`src/supervisor_pkg.sv`:
```
// Shared constants and types for the start-up fault and power mode supervisor
package supervisor_pkg;

   // ==========================================
   // Clock and timing
   // ==========================================
   localparam int unsigned CLK_HZ          = 100_000_000;
   localparam int unsigned RATE_10M_HZ     = 10_000_000;
   localparam int unsigned RATE_1M_HZ      = 1_000_000;
   localparam int unsigned RATE_100K_HZ    = 100_000;
   localparam int unsigned RATE_10K_HZ     = 10_000;
   localparam int unsigned DIV_10M         = CLK_HZ / RATE_10M_HZ;
   localparam int unsigned DIV_1M          = CLK_HZ / RATE_1M_HZ;
   localparam int unsigned DIV_100K        = CLK_HZ / RATE_100K_HZ;
   localparam int unsigned DIV_10K         = CLK_HZ / RATE_10K_HZ;
   localparam int unsigned DIV_W           = 14;
   localparam int unsigned DETECT_TIMER_W  = 12;
   localparam int unsigned RATE_STEPS      = 4;

   // ==========================================
   // Speed input, profile and start-up method encodings
   // ==========================================
   localparam logic [1:0] SPEED_ANALOG     = 2'h0;
   localparam logic [1:0] SPEED_DUTY       = 2'h1;
   localparam logic [1:0] SPEED_SERIAL     = 2'h2;
   localparam logic [1:0] SPEED_FREQ       = 2'h3;
   localparam logic [1:0] PROFILE_DEFAULT  = 2'h0;
   localparam logic [1:0] STARTUP_POS_DET  = 2'h2;

   // Speed commands are 16-bit fractions, full scale FFFF for analog/duty
   localparam int unsigned SPEED_W         = 16;
   localparam logic [15:0] PCT_1           = 16'h028F;
   localparam logic [15:0] PCT_5           = 16'h0CCC;
   localparam logic [15:0] SERIAL_FS       = 16'h7FFF;
   localparam logic [15:0] FREQ_MIN_HZ     = 16'h0003;

   // Sleep detection times and retry unit (cycles), shortened by top parameters
   localparam int unsigned SLEEP_DET_DEF   = 100_000;
   localparam int unsigned WAKE_DET_DEF    = 10_000;
   localparam int unsigned RETRY_UNIT_DEF  = 1_000_000;
   localparam int unsigned CNT_W           = 24;

   // ==========================================
   // Types
   // ==========================================
   typedef enum logic [1:0] {POWER_RUN, POWER_STANDBY, POWER_SLEEP} power_type;

   typedef struct packed {
      logic rampup_timeout_fault;
      logic rampdown_timeout_fault;
      logic pulse_rate_fault;
      logic meas_rl_fault;
      logic meas_backemf_fault;
   } fault_type;

   typedef struct packed {
      logic [1:0]  speed_mode;
      logic [1:0]  profile_config;
      logic [15:0] duty_hysteresis;
      logic [15:0] input_max_freq;
   } speed_cfg_type;

endpackage

```
`src/rate_stepper.sv`:
```
// Detection timer with four stepped clock rates
`timescale 1ns/1ps
module rate_stepper
   import supervisor_pkg::*;
(
   // Clock and reset
   input  wire logic clk_in,
   input  wire logic rst_b_in,
   // Control
   input  wire logic start_in,
   input  wire logic done_in,
   // Result
   output logic      overflow_out,
   output logic      exhausted_out,
   output logic      busy_out
);

   logic [1:0]                step_ff;
   logic [DIV_W-1:0]          div_ff;
   logic [DETECT_TIMER_W-1:0] timer_ff;
   logic                      tick;
   logic [DIV_W-1:0]          div_top;

   // Divider reload per step
   always_comb
   begin
      unique case (step_ff)
         2'h0: div_top = DIV_W'(DIV_10M - 1);
         2'h1: div_top = DIV_W'(DIV_1M - 1);
         2'h2: div_top = DIV_W'(DIV_100K - 1);
         2'h3: div_top = DIV_W'(DIV_10K - 1);
      endcase
   end

   assign tick = busy_out && (div_ff == div_top);

   // Prescaler gives one-cycle tick at the current rate
   always_ff @(posedge clk_in or negedge rst_b_in)
   begin
      if (!rst_b_in)
         div_ff <= '0;
      else if (start_in || tick || !busy_out)
         div_ff <= '0;
      else
         div_ff <= div_ff + 1'b1;
   end

   // 12-bit timer; wrap marks overflow and steps to next slower rate
   always_ff @(posedge clk_in or negedge rst_b_in)
   begin
      if (!rst_b_in)
      begin
         busy_out      <= 1'b0;
         step_ff       <= '0;
         timer_ff      <= '0;
         overflow_out  <= 1'b0;
         exhausted_out <= 1'b0;
      end
      else
      begin
         overflow_out  <= 1'b0;
         exhausted_out <= 1'b0;
         if (start_in)
         begin
            busy_out <= 1'b1;
            step_ff  <= '0;     // fastest rate first
            timer_ff <= '0;
         end
         else if (busy_out && done_in)
            busy_out <= 1'b0;
         else if (tick)
         begin
            timer_ff <= timer_ff + 1'b1;
            if (&timer_ff)
            begin
               overflow_out <= 1'b1;
               if (step_ff == 2'(RATE_STEPS - 1))
               begin
                  exhausted_out <= 1'b1;   // all four rates failed
                  busy_out      <= 1'b0;
               end
               else
                  step_ff <= step_ff + 1'b1;
            end
         end
      end
   end

endmodule

```
`src/standby_threshold.sv`:
```
// Standby entry and exit thresholds per speed input mode
`timescale 1ns/1ps
module standby_threshold
   import supervisor_pkg::*;
(
   // Configuration
   input  speed_cfg_type     cfg_in,
   // Thresholds
   output logic [15:0]       enter_out,
   output logic [15:0]       exit_out
);

   logic [15:0] hys_max;
   logic [31:0] prod;

   always_comb
   begin
      hys_max = (cfg_in.duty_hysteresis > PCT_1) ? cfg_in.duty_hysteresis : PCT_1;
      prod    = 32'h0;
      unique case (cfg_in.speed_mode)
         SPEED_ANALOG:
         begin
            enter_out = PCT_1;
            exit_out  = PCT_5;
         end
         SPEED_DUTY:
         begin
            enter_out = (cfg_in.profile_config == PROFILE_DEFAULT) ? hys_max : 16'h0000;
            exit_out  = enter_out;
         end
         SPEED_SERIAL:
         begin
            prod      = hys_max * SERIAL_FS;
            enter_out = (cfg_in.profile_config == PROFILE_DEFAULT) ? prod[31:16] : 16'h0000;
            exit_out  = enter_out;
         end
         SPEED_FREQ:
         begin
            prod      = hys_max * cfg_in.input_max_freq;
            enter_out = prod[31:16];
            if (enter_out < FREQ_MIN_HZ || cfg_in.profile_config != PROFILE_DEFAULT)
               enter_out = FREQ_MIN_HZ;       // floor, else just under 3 Hz by strict compare
            exit_out  = enter_out;
         end
      endcase
   end

endmodule

```
`src/startup_supervisor.sv`:
```
// Start-up fault and power mode supervisor top level
`timescale 1ns/1ps
module startup_supervisor
   import supervisor_pkg::*;
#(
   parameter int unsigned SLEEP_DET_CYC  = SLEEP_DET_DEF,
   parameter int unsigned WAKE_DET_CYC   = WAKE_DET_DEF,
   parameter int unsigned RETRY_UNIT_CYC = RETRY_UNIT_DEF
)
(
   // Clock and reset
   input  wire logic          MCLK_IN,
   input  wire logic          RST_B_IN,
   // Configuration
   input  wire logic [1:0]    STARTUP_METHOD_IN,
   input  wire logic          DETECT_TIMEOUT_FAULT_ENABLE_IN,
   input  wire logic          PULSE_RATE_FAULT_ENABLE_IN,
   input  wire logic          IDLE_STATE_SELECT_IN,
   input  wire logic [3:0]    LOCK_RETRY_TIME_IN,
   input  wire speed_cfg_type SPEED_CFG_IN,
   input  wire logic [15:0]   STATIONARY_DETECT_THRESHOLD_IN,
   // Start-up detection events
   input  wire logic          STARTUP_REQ_IN,
   input  wire logic          RAMPUP_START_IN,
   input  wire logic          RAMPDOWN_START_IN,
   input  wire logic          CURRENT_AT_THRESHOLD_IN,
   input  wire logic          CURRENT_ZERO_IN,
   input  wire logic          DETECT_PULSE_IN,
   // Parameter measurement events
   input  wire logic          MEAS_RL_ACTIVE_IN,
   input  wire logic          MEAS_BACKEMF_VALID_IN,
   input  wire logic [15:0]   MEAS_BACKEMF_IN,
   // Speed command and pins
   input  wire logic [15:0]   SPEED_COMMAND_IN,
   input  wire logic          SPEED_PIN_HIGH_IN,
   input  wire logic          SPEED_PIN_LOW_IN,
   input  wire logic          OUTPUT_DISABLE_PIN_IN,
   input  wire logic          LATCHED_FAULT_IN,
   input  wire logic          FAULT_CONDITION_ACTIVE_IN,
   input  wire logic          CLEAR_FAULT_BIT_IN,
   // Status and control outputs
   output fault_type          FAULTS_OUT,
   output power_type          POWER_STATE_OUT,
   output logic               SWITCHES_HIZ_OUT,
   output logic               SUPPLIES_ENABLE_OUT,
   output logic               STARTUP_ABORT_OUT,
   output logic               STARTUP_RETRY_OUT,
   output logic               PARTIAL_SHUTDOWN_OUT
);

   // ==========================================
   // Detection timers
   // ==========================================
   logic      pos_mode;
   logic      up_exh;
   logic      dn_exh;
   logic      dn_busy;
   logic      rl_exh;
   logic      rl_active_ff;
   logic      rl_start;
   logic      pulse_fault_evt;
   logic      detect_fault_evt;

   assign pos_mode = (STARTUP_METHOD_IN == STARTUP_POS_DET);

   rate_stepper u_rampup (
      .clk_in        (MCLK_IN),
      .rst_b_in      (RST_B_IN),
      .start_in      (RAMPUP_START_IN && pos_mode),
      .done_in       (CURRENT_AT_THRESHOLD_IN),
      .overflow_out  (),
      .exhausted_out (up_exh),
      .busy_out      ()
   );

   rate_stepper u_rampdown (
      .clk_in        (MCLK_IN),
      .rst_b_in      (RST_B_IN),
      .start_in      (RAMPDOWN_START_IN && pos_mode),
      .done_in       (CURRENT_ZERO_IN),
      .overflow_out  (),
      .exhausted_out (dn_exh),
      .busy_out      (dn_busy)
   );

   // Measurement ramp shares the detection timer behaviour
   assign rl_start = MEAS_RL_ACTIVE_IN && !rl_active_ff;

   rate_stepper u_meas_rl (
      .clk_in        (MCLK_IN),
      .rst_b_in      (RST_B_IN),
      .start_in      (rl_start),
      .done_in       (CURRENT_AT_THRESHOLD_IN || !MEAS_RL_ACTIVE_IN),
      .overflow_out  (),
      .exhausted_out (rl_exh),
      .busy_out      ()
   );

   always_ff @(posedge MCLK_IN or negedge RST_B_IN)
   begin
      if (!RST_B_IN)
         rl_active_ff <= 1'b0;
      else
         rl_active_ff <= MEAS_RL_ACTIVE_IN;
   end

   // New pulse while previous decay still being timed
   assign pulse_fault_evt  = PULSE_RATE_FAULT_ENABLE_IN && DETECT_PULSE_IN && dn_busy;
   assign detect_fault_evt = (DETECT_TIMEOUT_FAULT_ENABLE_IN && (up_exh || dn_exh)) || pulse_fault_evt;

   // ==========================================
   // Sticky fault flags; a new event wins over clear
   // ==========================================
   always_ff @(posedge MCLK_IN or negedge RST_B_IN)
   begin
      if (!RST_B_IN)
         FAULTS_OUT <= '0;
      else
      begin
         if (CLEAR_FAULT_BIT_IN)
            FAULTS_OUT <= '0;
         if (DETECT_TIMEOUT_FAULT_ENABLE_IN && up_exh)
            FAULTS_OUT.rampup_timeout_fault <= 1'b1;
         if (DETECT_TIMEOUT_FAULT_ENABLE_IN && dn_exh)
            FAULTS_OUT.rampdown_timeout_fault <= 1'b1;
         if (pulse_fault_evt)
            FAULTS_OUT.pulse_rate_fault <= 1'b1;
         if (rl_exh)
            FAULTS_OUT.meas_rl_fault <= 1'b1;
         if (MEAS_BACKEMF_VALID_IN && MEAS_BACKEMF_IN < STATIONARY_DETECT_THRESHOLD_IN)
            FAULTS_OUT.meas_backemf_fault <= 1'b1;
      end
   end

   // ==========================================
   // Abort and automatic retry
   // ==========================================
   logic [CNT_W-1:0] unit_ff;
   logic [3:0]       units_ff;
   logic             retry_wait_ff;

   // Retry interval is lock retry setting plus one units; zero setting still waits one unit
   always_ff @(posedge MCLK_IN or negedge RST_B_IN)
   begin
      if (!RST_B_IN)
      begin
         retry_wait_ff     <= 1'b0;
         unit_ff           <= '0;
         units_ff          <= '0;
         STARTUP_ABORT_OUT <= 1'b0;
         STARTUP_RETRY_OUT <= 1'b0;
      end
      else
      begin
         STARTUP_RETRY_OUT <= 1'b0;
         if (detect_fault_evt)
         begin
            retry_wait_ff     <= 1'b1;
            STARTUP_ABORT_OUT <= 1'b1;
            unit_ff           <= '0;
            units_ff          <= '0;
         end
         else if (retry_wait_ff)
         begin
            if (unit_ff == CNT_W'(RETRY_UNIT_CYC - 1))
            begin
               unit_ff <= '0;
               if (units_ff == LOCK_RETRY_TIME_IN)
               begin
                  retry_wait_ff     <= 1'b0;
                  STARTUP_ABORT_OUT <= 1'b0;
                  STARTUP_RETRY_OUT <= 1'b1;
               end
               else
                  units_ff <= units_ff + 1'b1;
            end
            else
               unit_ff <= unit_ff + 1'b1;
         end
      end
   end

   // ==========================================
   // Latched fault and clear
   // ==========================================
   always_ff @(posedge MCLK_IN or negedge RST_B_IN)
   begin
      if (!RST_B_IN)
         PARTIAL_SHUTDOWN_OUT <= 1'b0;
      else if (LATCHED_FAULT_IN)
         PARTIAL_SHUTDOWN_OUT <= 1'b1;
      else if (CLEAR_FAULT_BIT_IN && !FAULT_CONDITION_ACTIVE_IN)
         PARTIAL_SHUTDOWN_OUT <= 1'b0;
   end

   // ==========================================
   // Standby and sleep sequencing
   // ==========================================
   logic [15:0]      enter_thr;
   logic [15:0]      exit_thr;
   logic [CNT_W-1:0] det_ff;
   power_type        nxt_power;
   logic             det_clear;

   standby_threshold u_thr (
      .cfg_in    (SPEED_CFG_IN),
      .enter_out (enter_thr),
      .exit_out  (exit_thr)
   );

   // Dwell counter for pin level detection; resets when the watched level breaks
   always_ff @(posedge MCLK_IN or negedge RST_B_IN)
   begin
      if (!RST_B_IN)
         det_ff <= '0;
      else if (det_clear)
         det_ff <= '0;
      else if (det_ff != {CNT_W{1'b1}})
         det_ff <= det_ff + 1'b1;
   end

   always_comb
   begin
      nxt_power = POWER_STATE_OUT;
      det_clear = 1'b1;
      unique case (POWER_STATE_OUT)
         POWER_RUN:
            if (IDLE_STATE_SELECT_IN)
            begin
               det_clear = !SPEED_PIN_LOW_IN;
               if (SPEED_PIN_LOW_IN && det_ff >= CNT_W'(SLEEP_DET_CYC - 1))
                  nxt_power = POWER_SLEEP;
            end
            else if (SPEED_COMMAND_IN < enter_thr)
               nxt_power = POWER_STANDBY;
         POWER_STANDBY:
            if (SPEED_COMMAND_IN > exit_thr)
               nxt_power = POWER_RUN;
         POWER_SLEEP:
         begin
            det_clear = !SPEED_PIN_HIGH_IN;
            if (SPEED_PIN_HIGH_IN && det_ff >= CNT_W'(WAKE_DET_CYC - 1))
               nxt_power = POWER_RUN;   // wake also in serial mode
         end
         default:
            nxt_power = POWER_RUN;
      endcase
   end

   always_ff @(posedge MCLK_IN or negedge RST_B_IN)
   begin
      if (!RST_B_IN)
         POWER_STATE_OUT <= POWER_RUN;
      else
         POWER_STATE_OUT <= nxt_power;
   end

   // Supplies drop only in sleep; standby keeps them for fast restart
   always_ff @(posedge MCLK_IN or negedge RST_B_IN)
   begin
      if (!RST_B_IN)
         SUPPLIES_ENABLE_OUT <= 1'b1;
      else
         SUPPLIES_ENABLE_OUT <= (nxt_power != POWER_SLEEP);
   end

   // ==========================================
   // Power switch high impedance
   // ==========================================
   // Disable pin wins regardless of command; lock faults elsewhere may then fire
   always_ff @(posedge MCLK_IN or negedge RST_B_IN)
   begin
      if (!RST_B_IN)
         SWITCHES_HIZ_OUT <= 1'b1;
      else
         SWITCHES_HIZ_OUT <= OUTPUT_DISABLE_PIN_IN
                             || detect_fault_evt || retry_wait_ff
                             || nxt_power != POWER_RUN
                             || PARTIAL_SHUTDOWN_OUT || LATCHED_FAULT_IN;
   end

endmodule

```
`config.mk`:
```
export PLATFORM = sky130hd
export DESIGN_NAME = startup_supervisor
export DESIGN_NICKNAME = d
export VERILOG_FILES = /design/src/supervisor_pkg.sv /design/src/rate_stepper.sv /design/src/standby_threshold.sv /design/src/startup_supervisor.sv
export SDC_FILE = /design/constraint.sdc
export NUM_CORES = 1
export LEC_CHECK = 0
export BUFFER_PORTS_ARGS = -buffer_cell sky130_fd_sc_hd__buf_2
export CAP_MARGIN = 10
export CORE_MARGIN = 8
export CORE_UTILIZATION = 55
export CTS_BUF_LIST = sky130_fd_sc_hd__clkbuf_4
export CTS_CLUSTER_SIZE = 25
export DETAILED_ROUTE_END_ITERATION = 10
export PLACE_DENSITY = 0.73
export SLEW_MARGIN = 30
export SYNTH_ARGS = -nofsm -noshare
export SYNTH_HDL_FRONTEND = slang
export SYNTH_HIERARCHICAL = 1
export SYNTH_SLANG_ARGS = --single-unit
```
`constraint.sdc`:
```
create_clock -name MCLK_IN -period 2.7 [get_ports MCLK_IN]
set_clock_uncertainty 0.2 [all_clocks]
set_input_delay 0 -clock MCLK_IN [delete_from_list [all_inputs] [get_ports MCLK_IN]]
set_output_delay 0 -clock MCLK_IN [all_outputs]
set_load 0.05 [all_outputs]
```
# Yosys cells after proc, flatten, opt, wreduce, memory -nomap -nowiden

Cells that the tools add are included.

Register bits: 156
Word-level logic and storage cells: 272

Add/sub/neg operators: 12
Multipliers: 2
Order comparisons: 7
Eq/ne operators: 29
Muxes and demuxes: 103
Reduce and logical (&&, ||, !) cells: 88

Operator list:

| cell                   | number |
|---|---|
| $pmux 14 s4            | 3 |
| $pmux 16 s4            | 2 |
| $mux 24                | 5 |
| $mux 12                | 9 |
| $mux 1                 | 50 |
| $add 24x1->24 const B  | 2 |
| $mux 16                | 3 |
| $add 14x1->14 const B  | 3 |
| $eq 14x14->1           | 3 |
| $mux 14                | 3 |
| $mux 2                 | 20 |
| $add 12x1->12 const B  | 3 |
| $reduce_and 12->1      | 3 |
| $reduce_bool 2->1      | 18 |
| $lt 16x16->1           | 2 |
| $mul 16x16->32         | 1 |
| $mul 16x15->31 const B | 1 |
| $reduce_bool 3->1      | 9 |
| $eq 24x20->1 const B   | 1 |
| $ge 24x14->1 const B   | 1 |
| $ge 24x17->1 const B   | 1 |
| $ne 24x24->1 const B   | 1 |
| $eq 2x2->1 const B     | 10 |
| $logic_and 1x1->1      | 18 |
| 20 further kinds       | 69 |

# Logic depth before layout (Yosys ltp)

Depth after elaboration: 15
Gate-level depth with buffers: 38

# Modules after synthesis

The synthesis kept the hierarchy.

Modules (own cells, without submodules):

| module             | instances | cells each | area each (µm²) | seq. area each (µm²) |
|---|---|---|---|---|
| standby_threshold  | 1         | 1565       | 13711.9         | 0.0 |
| rate_stepper       | 3         | 176        | 1652.8          | 775.7 |
| startup_supervisor | 1         | 511        | 4519.3          | 1654.1 |

# Worst setup path after synthesis

OpenSTA, ideal clock, no wires.

Path type: input -> register
Start: input SPEED_CFG_IN[26] (netlist name)
End: register SWITCHES_HIZ_OUT
Setup time: 0.088 ns
Data arrival time: 8.692 ns
Data required time: 2.412 ns
Slack: -6.280 ns
Stages: 34
Buffers on the path: 3
Cells stage by stage: buf_6 > nor4_4 > o211ai_4 > clkbuf_1 > nand2b_1 > clkbuf_1 > nand2_1 > fa_1 > fa_1 > inv_1 > fa_1 > fa_1 > fa_1 > inv_1 > fa_1 > inv_1 > ha_1 > a21oi_1 > o21ai_1 > or3_1 > nor3_2 > o31ai_1 > xnor2_1 > nand4bb_1 > or4_1 > a21oi_1 > nand2b_1 > inv_1 > ha_1 > a2111oi_0 > or4b_2 > a31oi_1 > a31oi_1 > or3_1

Elaborated cells between the ends (all ways): 21

RTL lines:

| element                            | line                      | RTL |
|---|---|---|
| start, declared                    | startup_supervisor.sv:20  | `input wire speed_cfg_type SPEED_CFG_IN,` |
| $gt 16x10->1                       | standby_threshold.sv:18   | `hys_max = (cfg_in.duty_hysteresis > PCT_1) ? cfg_in.duty_hysteresis : PCT_1;` |
| $mux 16 (*)                        | standby_threshold.sv:18   |  |
| $mul 16x16->32                     | standby_threshold.sv:39   | `prod = hys_max * cfg_in.input_max_freq;` |
| $lt 16x2->1                        | standby_threshold.sv:41   | `if (enter_out < FREQ_MIN_HZ \|\| cfg_in.profile_config != PROFILE_DEFAULT)` |
| $logic_or 1x1->1                   | standby_threshold.sv:41   |  |
| $mux 16                            | standby_threshold.sv:41   |  |
| $pmux 16 s4 (*)                    | standby_threshold.sv:20   | `unique case (cfg_in.speed_mode)` |
| net exit_thr[1]                    | startup_supervisor.sv:200 | `logic [15:0] exit_thr;` |
| $gt 16x16->1 (*)                   | startup_supervisor.sv:237 | `if (SPEED_COMMAND_IN > exit_thr)` |
| $mux 2 (*)                         | startup_supervisor.sv:237 |  |
| $pmux 2 s3 (*)                     | startup_supervisor.sv:226 | `unique case (POWER_STATE_OUT)` |
| net nxt_power[0]                   | startup_supervisor.sv:202 | `power_type nxt_power;` |
| $reduce_bool 2->1 (*)              | startup_supervisor.sv:278 | `\|\| nxt_power != POWER_RUN` |
| $logic_or 1x1->1 (*)               | startup_supervisor.sv:278 |  |
| $logic_or 1x1->1 (*) (2 in series) | startup_supervisor.sv:279 | `\|\| PARTIAL_SHUTDOWN_OUT \|\| LATCHED_FAULT_IN;` |
| end signal, assigned               | startup_supervisor.sv:276 | `SWITCHES_HIZ_OUT <= OUTPUT_DISABLE_PIN_IN` |
| end, declared                      | startup_supervisor.sv:44  | `output logic SWITCHES_HIZ_OUT,` |

Mark *: on every way through the listed nets, which the timed path passes. The rest lies on a longest branch.
A chain may end at the register's enable or synchronous reset.

# Final worst setup path

Start: input SPEED_CFG_IN[22] (netlist name)
End: register SWITCHES_HIZ_OUT

Same word-level chain as after synthesis.

==> results.md <==
- Status: finished, violations left
- Violated checks: negative setup slack
- Commonest cells after routing, fill and taps aside: inv_1 (459), buf_4 (383), fa_1 (292), nand2_1 (248), ha_1 (231)
- CP max-delay cell: fa_2
- Multi-input logic area: 17830 µm²
- Root buffer cell: clkbuf_4
- Worst R2R Path Depth: 7
- Hold Path Cell Cnt: 4
- Number of global-route vias before repair: 21500
- CP startpoint kind: input port
- Fin cells: 3645
- First-pass GRT wire length: 106.5 mm
- Via/cell ratio: 5.537
- Total gr overflow: 0
- # port buffers: 119
- Pin count of the biggest net entering global routing: 72
- Worst Setup SP: SPEED_CFG_IN[22]
- Critical Path Fanout Max: 14
- Maximum Capacitance Violations: 0
- GRT met1 Usage: 33.42%
- Filler Cells Inserted: 3230
- CTS buffer count: 17
- Post-route DRC violation count: 0
- Clock-pin slew on the worst setup and hold paths: 0.12 ns
- Crit-path max cell delay: 0.54 ns
- Seq. cell area: 3909 µm²
- WL/cell: 17.31 µm
- Die Wd: 221.0 µm
- Mean area per synthesized cell: 8.887 µm²
- Antenna violations before repair: 7
- Most common cell after layout, fill and taps aside: inv_1
- Fin. Hold Viols: 0
- Worst path arrival time: 8.41 ns
- RSZ-0062 raised after global routing: true
- Final setup fails: 12
- Remaining antenna violation count: 0
- Slew Limit Fails: 0
- Critical Path RT: 3.01 ns
- Mapped Nets: 3260
- Part of the cycle the worst path needs: 299.9%
- Final setup margin: -5.397 ns
- Layout net count: 3747
- Die ar.: 48840 µm²
- Worst hold path class: input port to flop
- Final HPWL from detailed placement: 52.18 mm
- Core box area: 41760 µm²
- Slew @ Worst Pin: 0.6807 ns
- Vias post-DR: 20180
- CTS tree: done
- Drt total wl: 63.08 mm
- GR peak layer: met2
- Met2 usage: 44.87%
- Die Ht: 221.0 µm
- End point of the critical path: SWITCHES_HIZ_OUT
- Number of H-tree levels: 4
- Initial Util: 55.35%
- Area growth syn-to-layout: 24.08%
- Post-layout minimum cycle time: 8.097 ns
- Reg2reg start: u_rampdown/busy_out
- Rel. slew slack: 54.62%
- FF-to-FF End: unit_ff[20]
- Initial DRC count: 1233
- Post-Syn Instances: 2601
- Cells after DPL: 3535
- Post-Syn Area: 23110 µm²
- Met3 Usage GRT: 4.484%
- DRT Pass-1 Iters: 5
- Setup total negative slack: -12.47 ns
- Layout cell share with drive strength beyond 1: 23.57%
- Achievable Freq: 123.5 MHz
- CTS Buffer Depth: 2
- Critical setup path kind: input port to flop
- Clk_lat worst skew: 0.58 ns
- Row cnt: 75
- Num ports: 121
- Total track usage: 26.21%
- DP Area: 27170 µm²
- CTS sink cnt: 156
- Ys Warns: 6
- RD Place Congestion: 0.9358
- Setup crit end kind: flop
- Reg2Reg Setup Slack: -0.23 ns
- Post-Layout Inst Area: 28680 µm²
## cell type report
class,count,share of cell area (%)
inverter,473,6.221
clock inverter,11,0.4494
timing repair buffer,561,14.60
multi-input combinational,1879,62.16
antenna,5,0.04363
sequential,156,13.63
tap,539,2.351
clock buffer,21,0.5497
## flip-flops by register name, indices dropped and copies added (netlist names), 2 cells and up
signal / cells
units_ff: 4
det_ff: 24
unit_ff: 24
u_rampdown/step_ff: 2
u_meas_rl/step_ff: 2
u_meas_rl/timer_ff: 12
u_rampdown/timer_ff: 12
FAULTS_OUT: 5
u_rampup/timer_ff: 12
POWER_STATE_OUT: 2
u_rampdown/div_ff: 14
u_rampup/div_ff: 14
u_rampup/step_ff: 2
u_meas_rl/div_ff: 14
## routing by layer
metal  vias to the layer above  wire length (µm)
met5                         -                13
met4                         2              1983
met3                       124              3670
met2                       602             30910
met1                      9952             26500
li1                       9501                 -
## worst min path at each step
| stage | slack [ns] | endpoint | start |
|---|---|---|---|
| finish | 0.10 | u_rampdown/busy_out | CURRENT_ZERO_IN |
| floorplan | -0.50 | FAULTS_OUT[0] | RST_B_IN |
| global route | 0.08 | u_rampdown/busy_out | CURRENT_ZERO_IN |
| detailed placement | -0.13 | det_ff[1] | RST_B_IN |
| global placement | -0.14 | det_ff[0] | RST_B_IN |
| CTS | 0.004 | POWER_STATE_OUT[0] | SPEED_COMMAND_IN[5] |
## timing repair
| item | 4_1_cts | 5_1_grt |
|---|---|---|
| buffers inserted | 16 | 13 |
| gates resized for setup | 61 | 54 |
| setup endpoints to repair | 10 | 73 |
| cloned | 0 | 2 |
| endpoints found under the hold margin | 242 | 0 |
| hold buffers | 42 | 0 |
| pin swaps | 44 | 38 |
## worst max-delay path: cells and delay by family
family / cells / cell delay, ns
AOI/OAI and AO/OA: 8 / 1.17
buffers and inverters: 8 / 0.70
adders and majority gates: 8 / 3.66
and+or+nand+nor: 9 / 2.87
## per-stage QoR
| step | hold WS (ns) | worst slack [ns] | utilization (%) |
|---|---|---|---|
| floorplan | -0.4956 | -5.574 | - |
| finish | 0.1028 | -5.397 | 68.68 |
| global route | 0.07594 | -5.642 | 68.67 |
| detailed placement | -0.1331 | -6.174 | 65.08 |
| global placement | -0.1414 | -6.040 | 65.08 |
| CTS | 0.004209 | -5.237 | 67.70 |
Power is left out: the tool's default activity adds up to more than one toggle a clock period on the data nets, which glitch-free logic cannot reach.
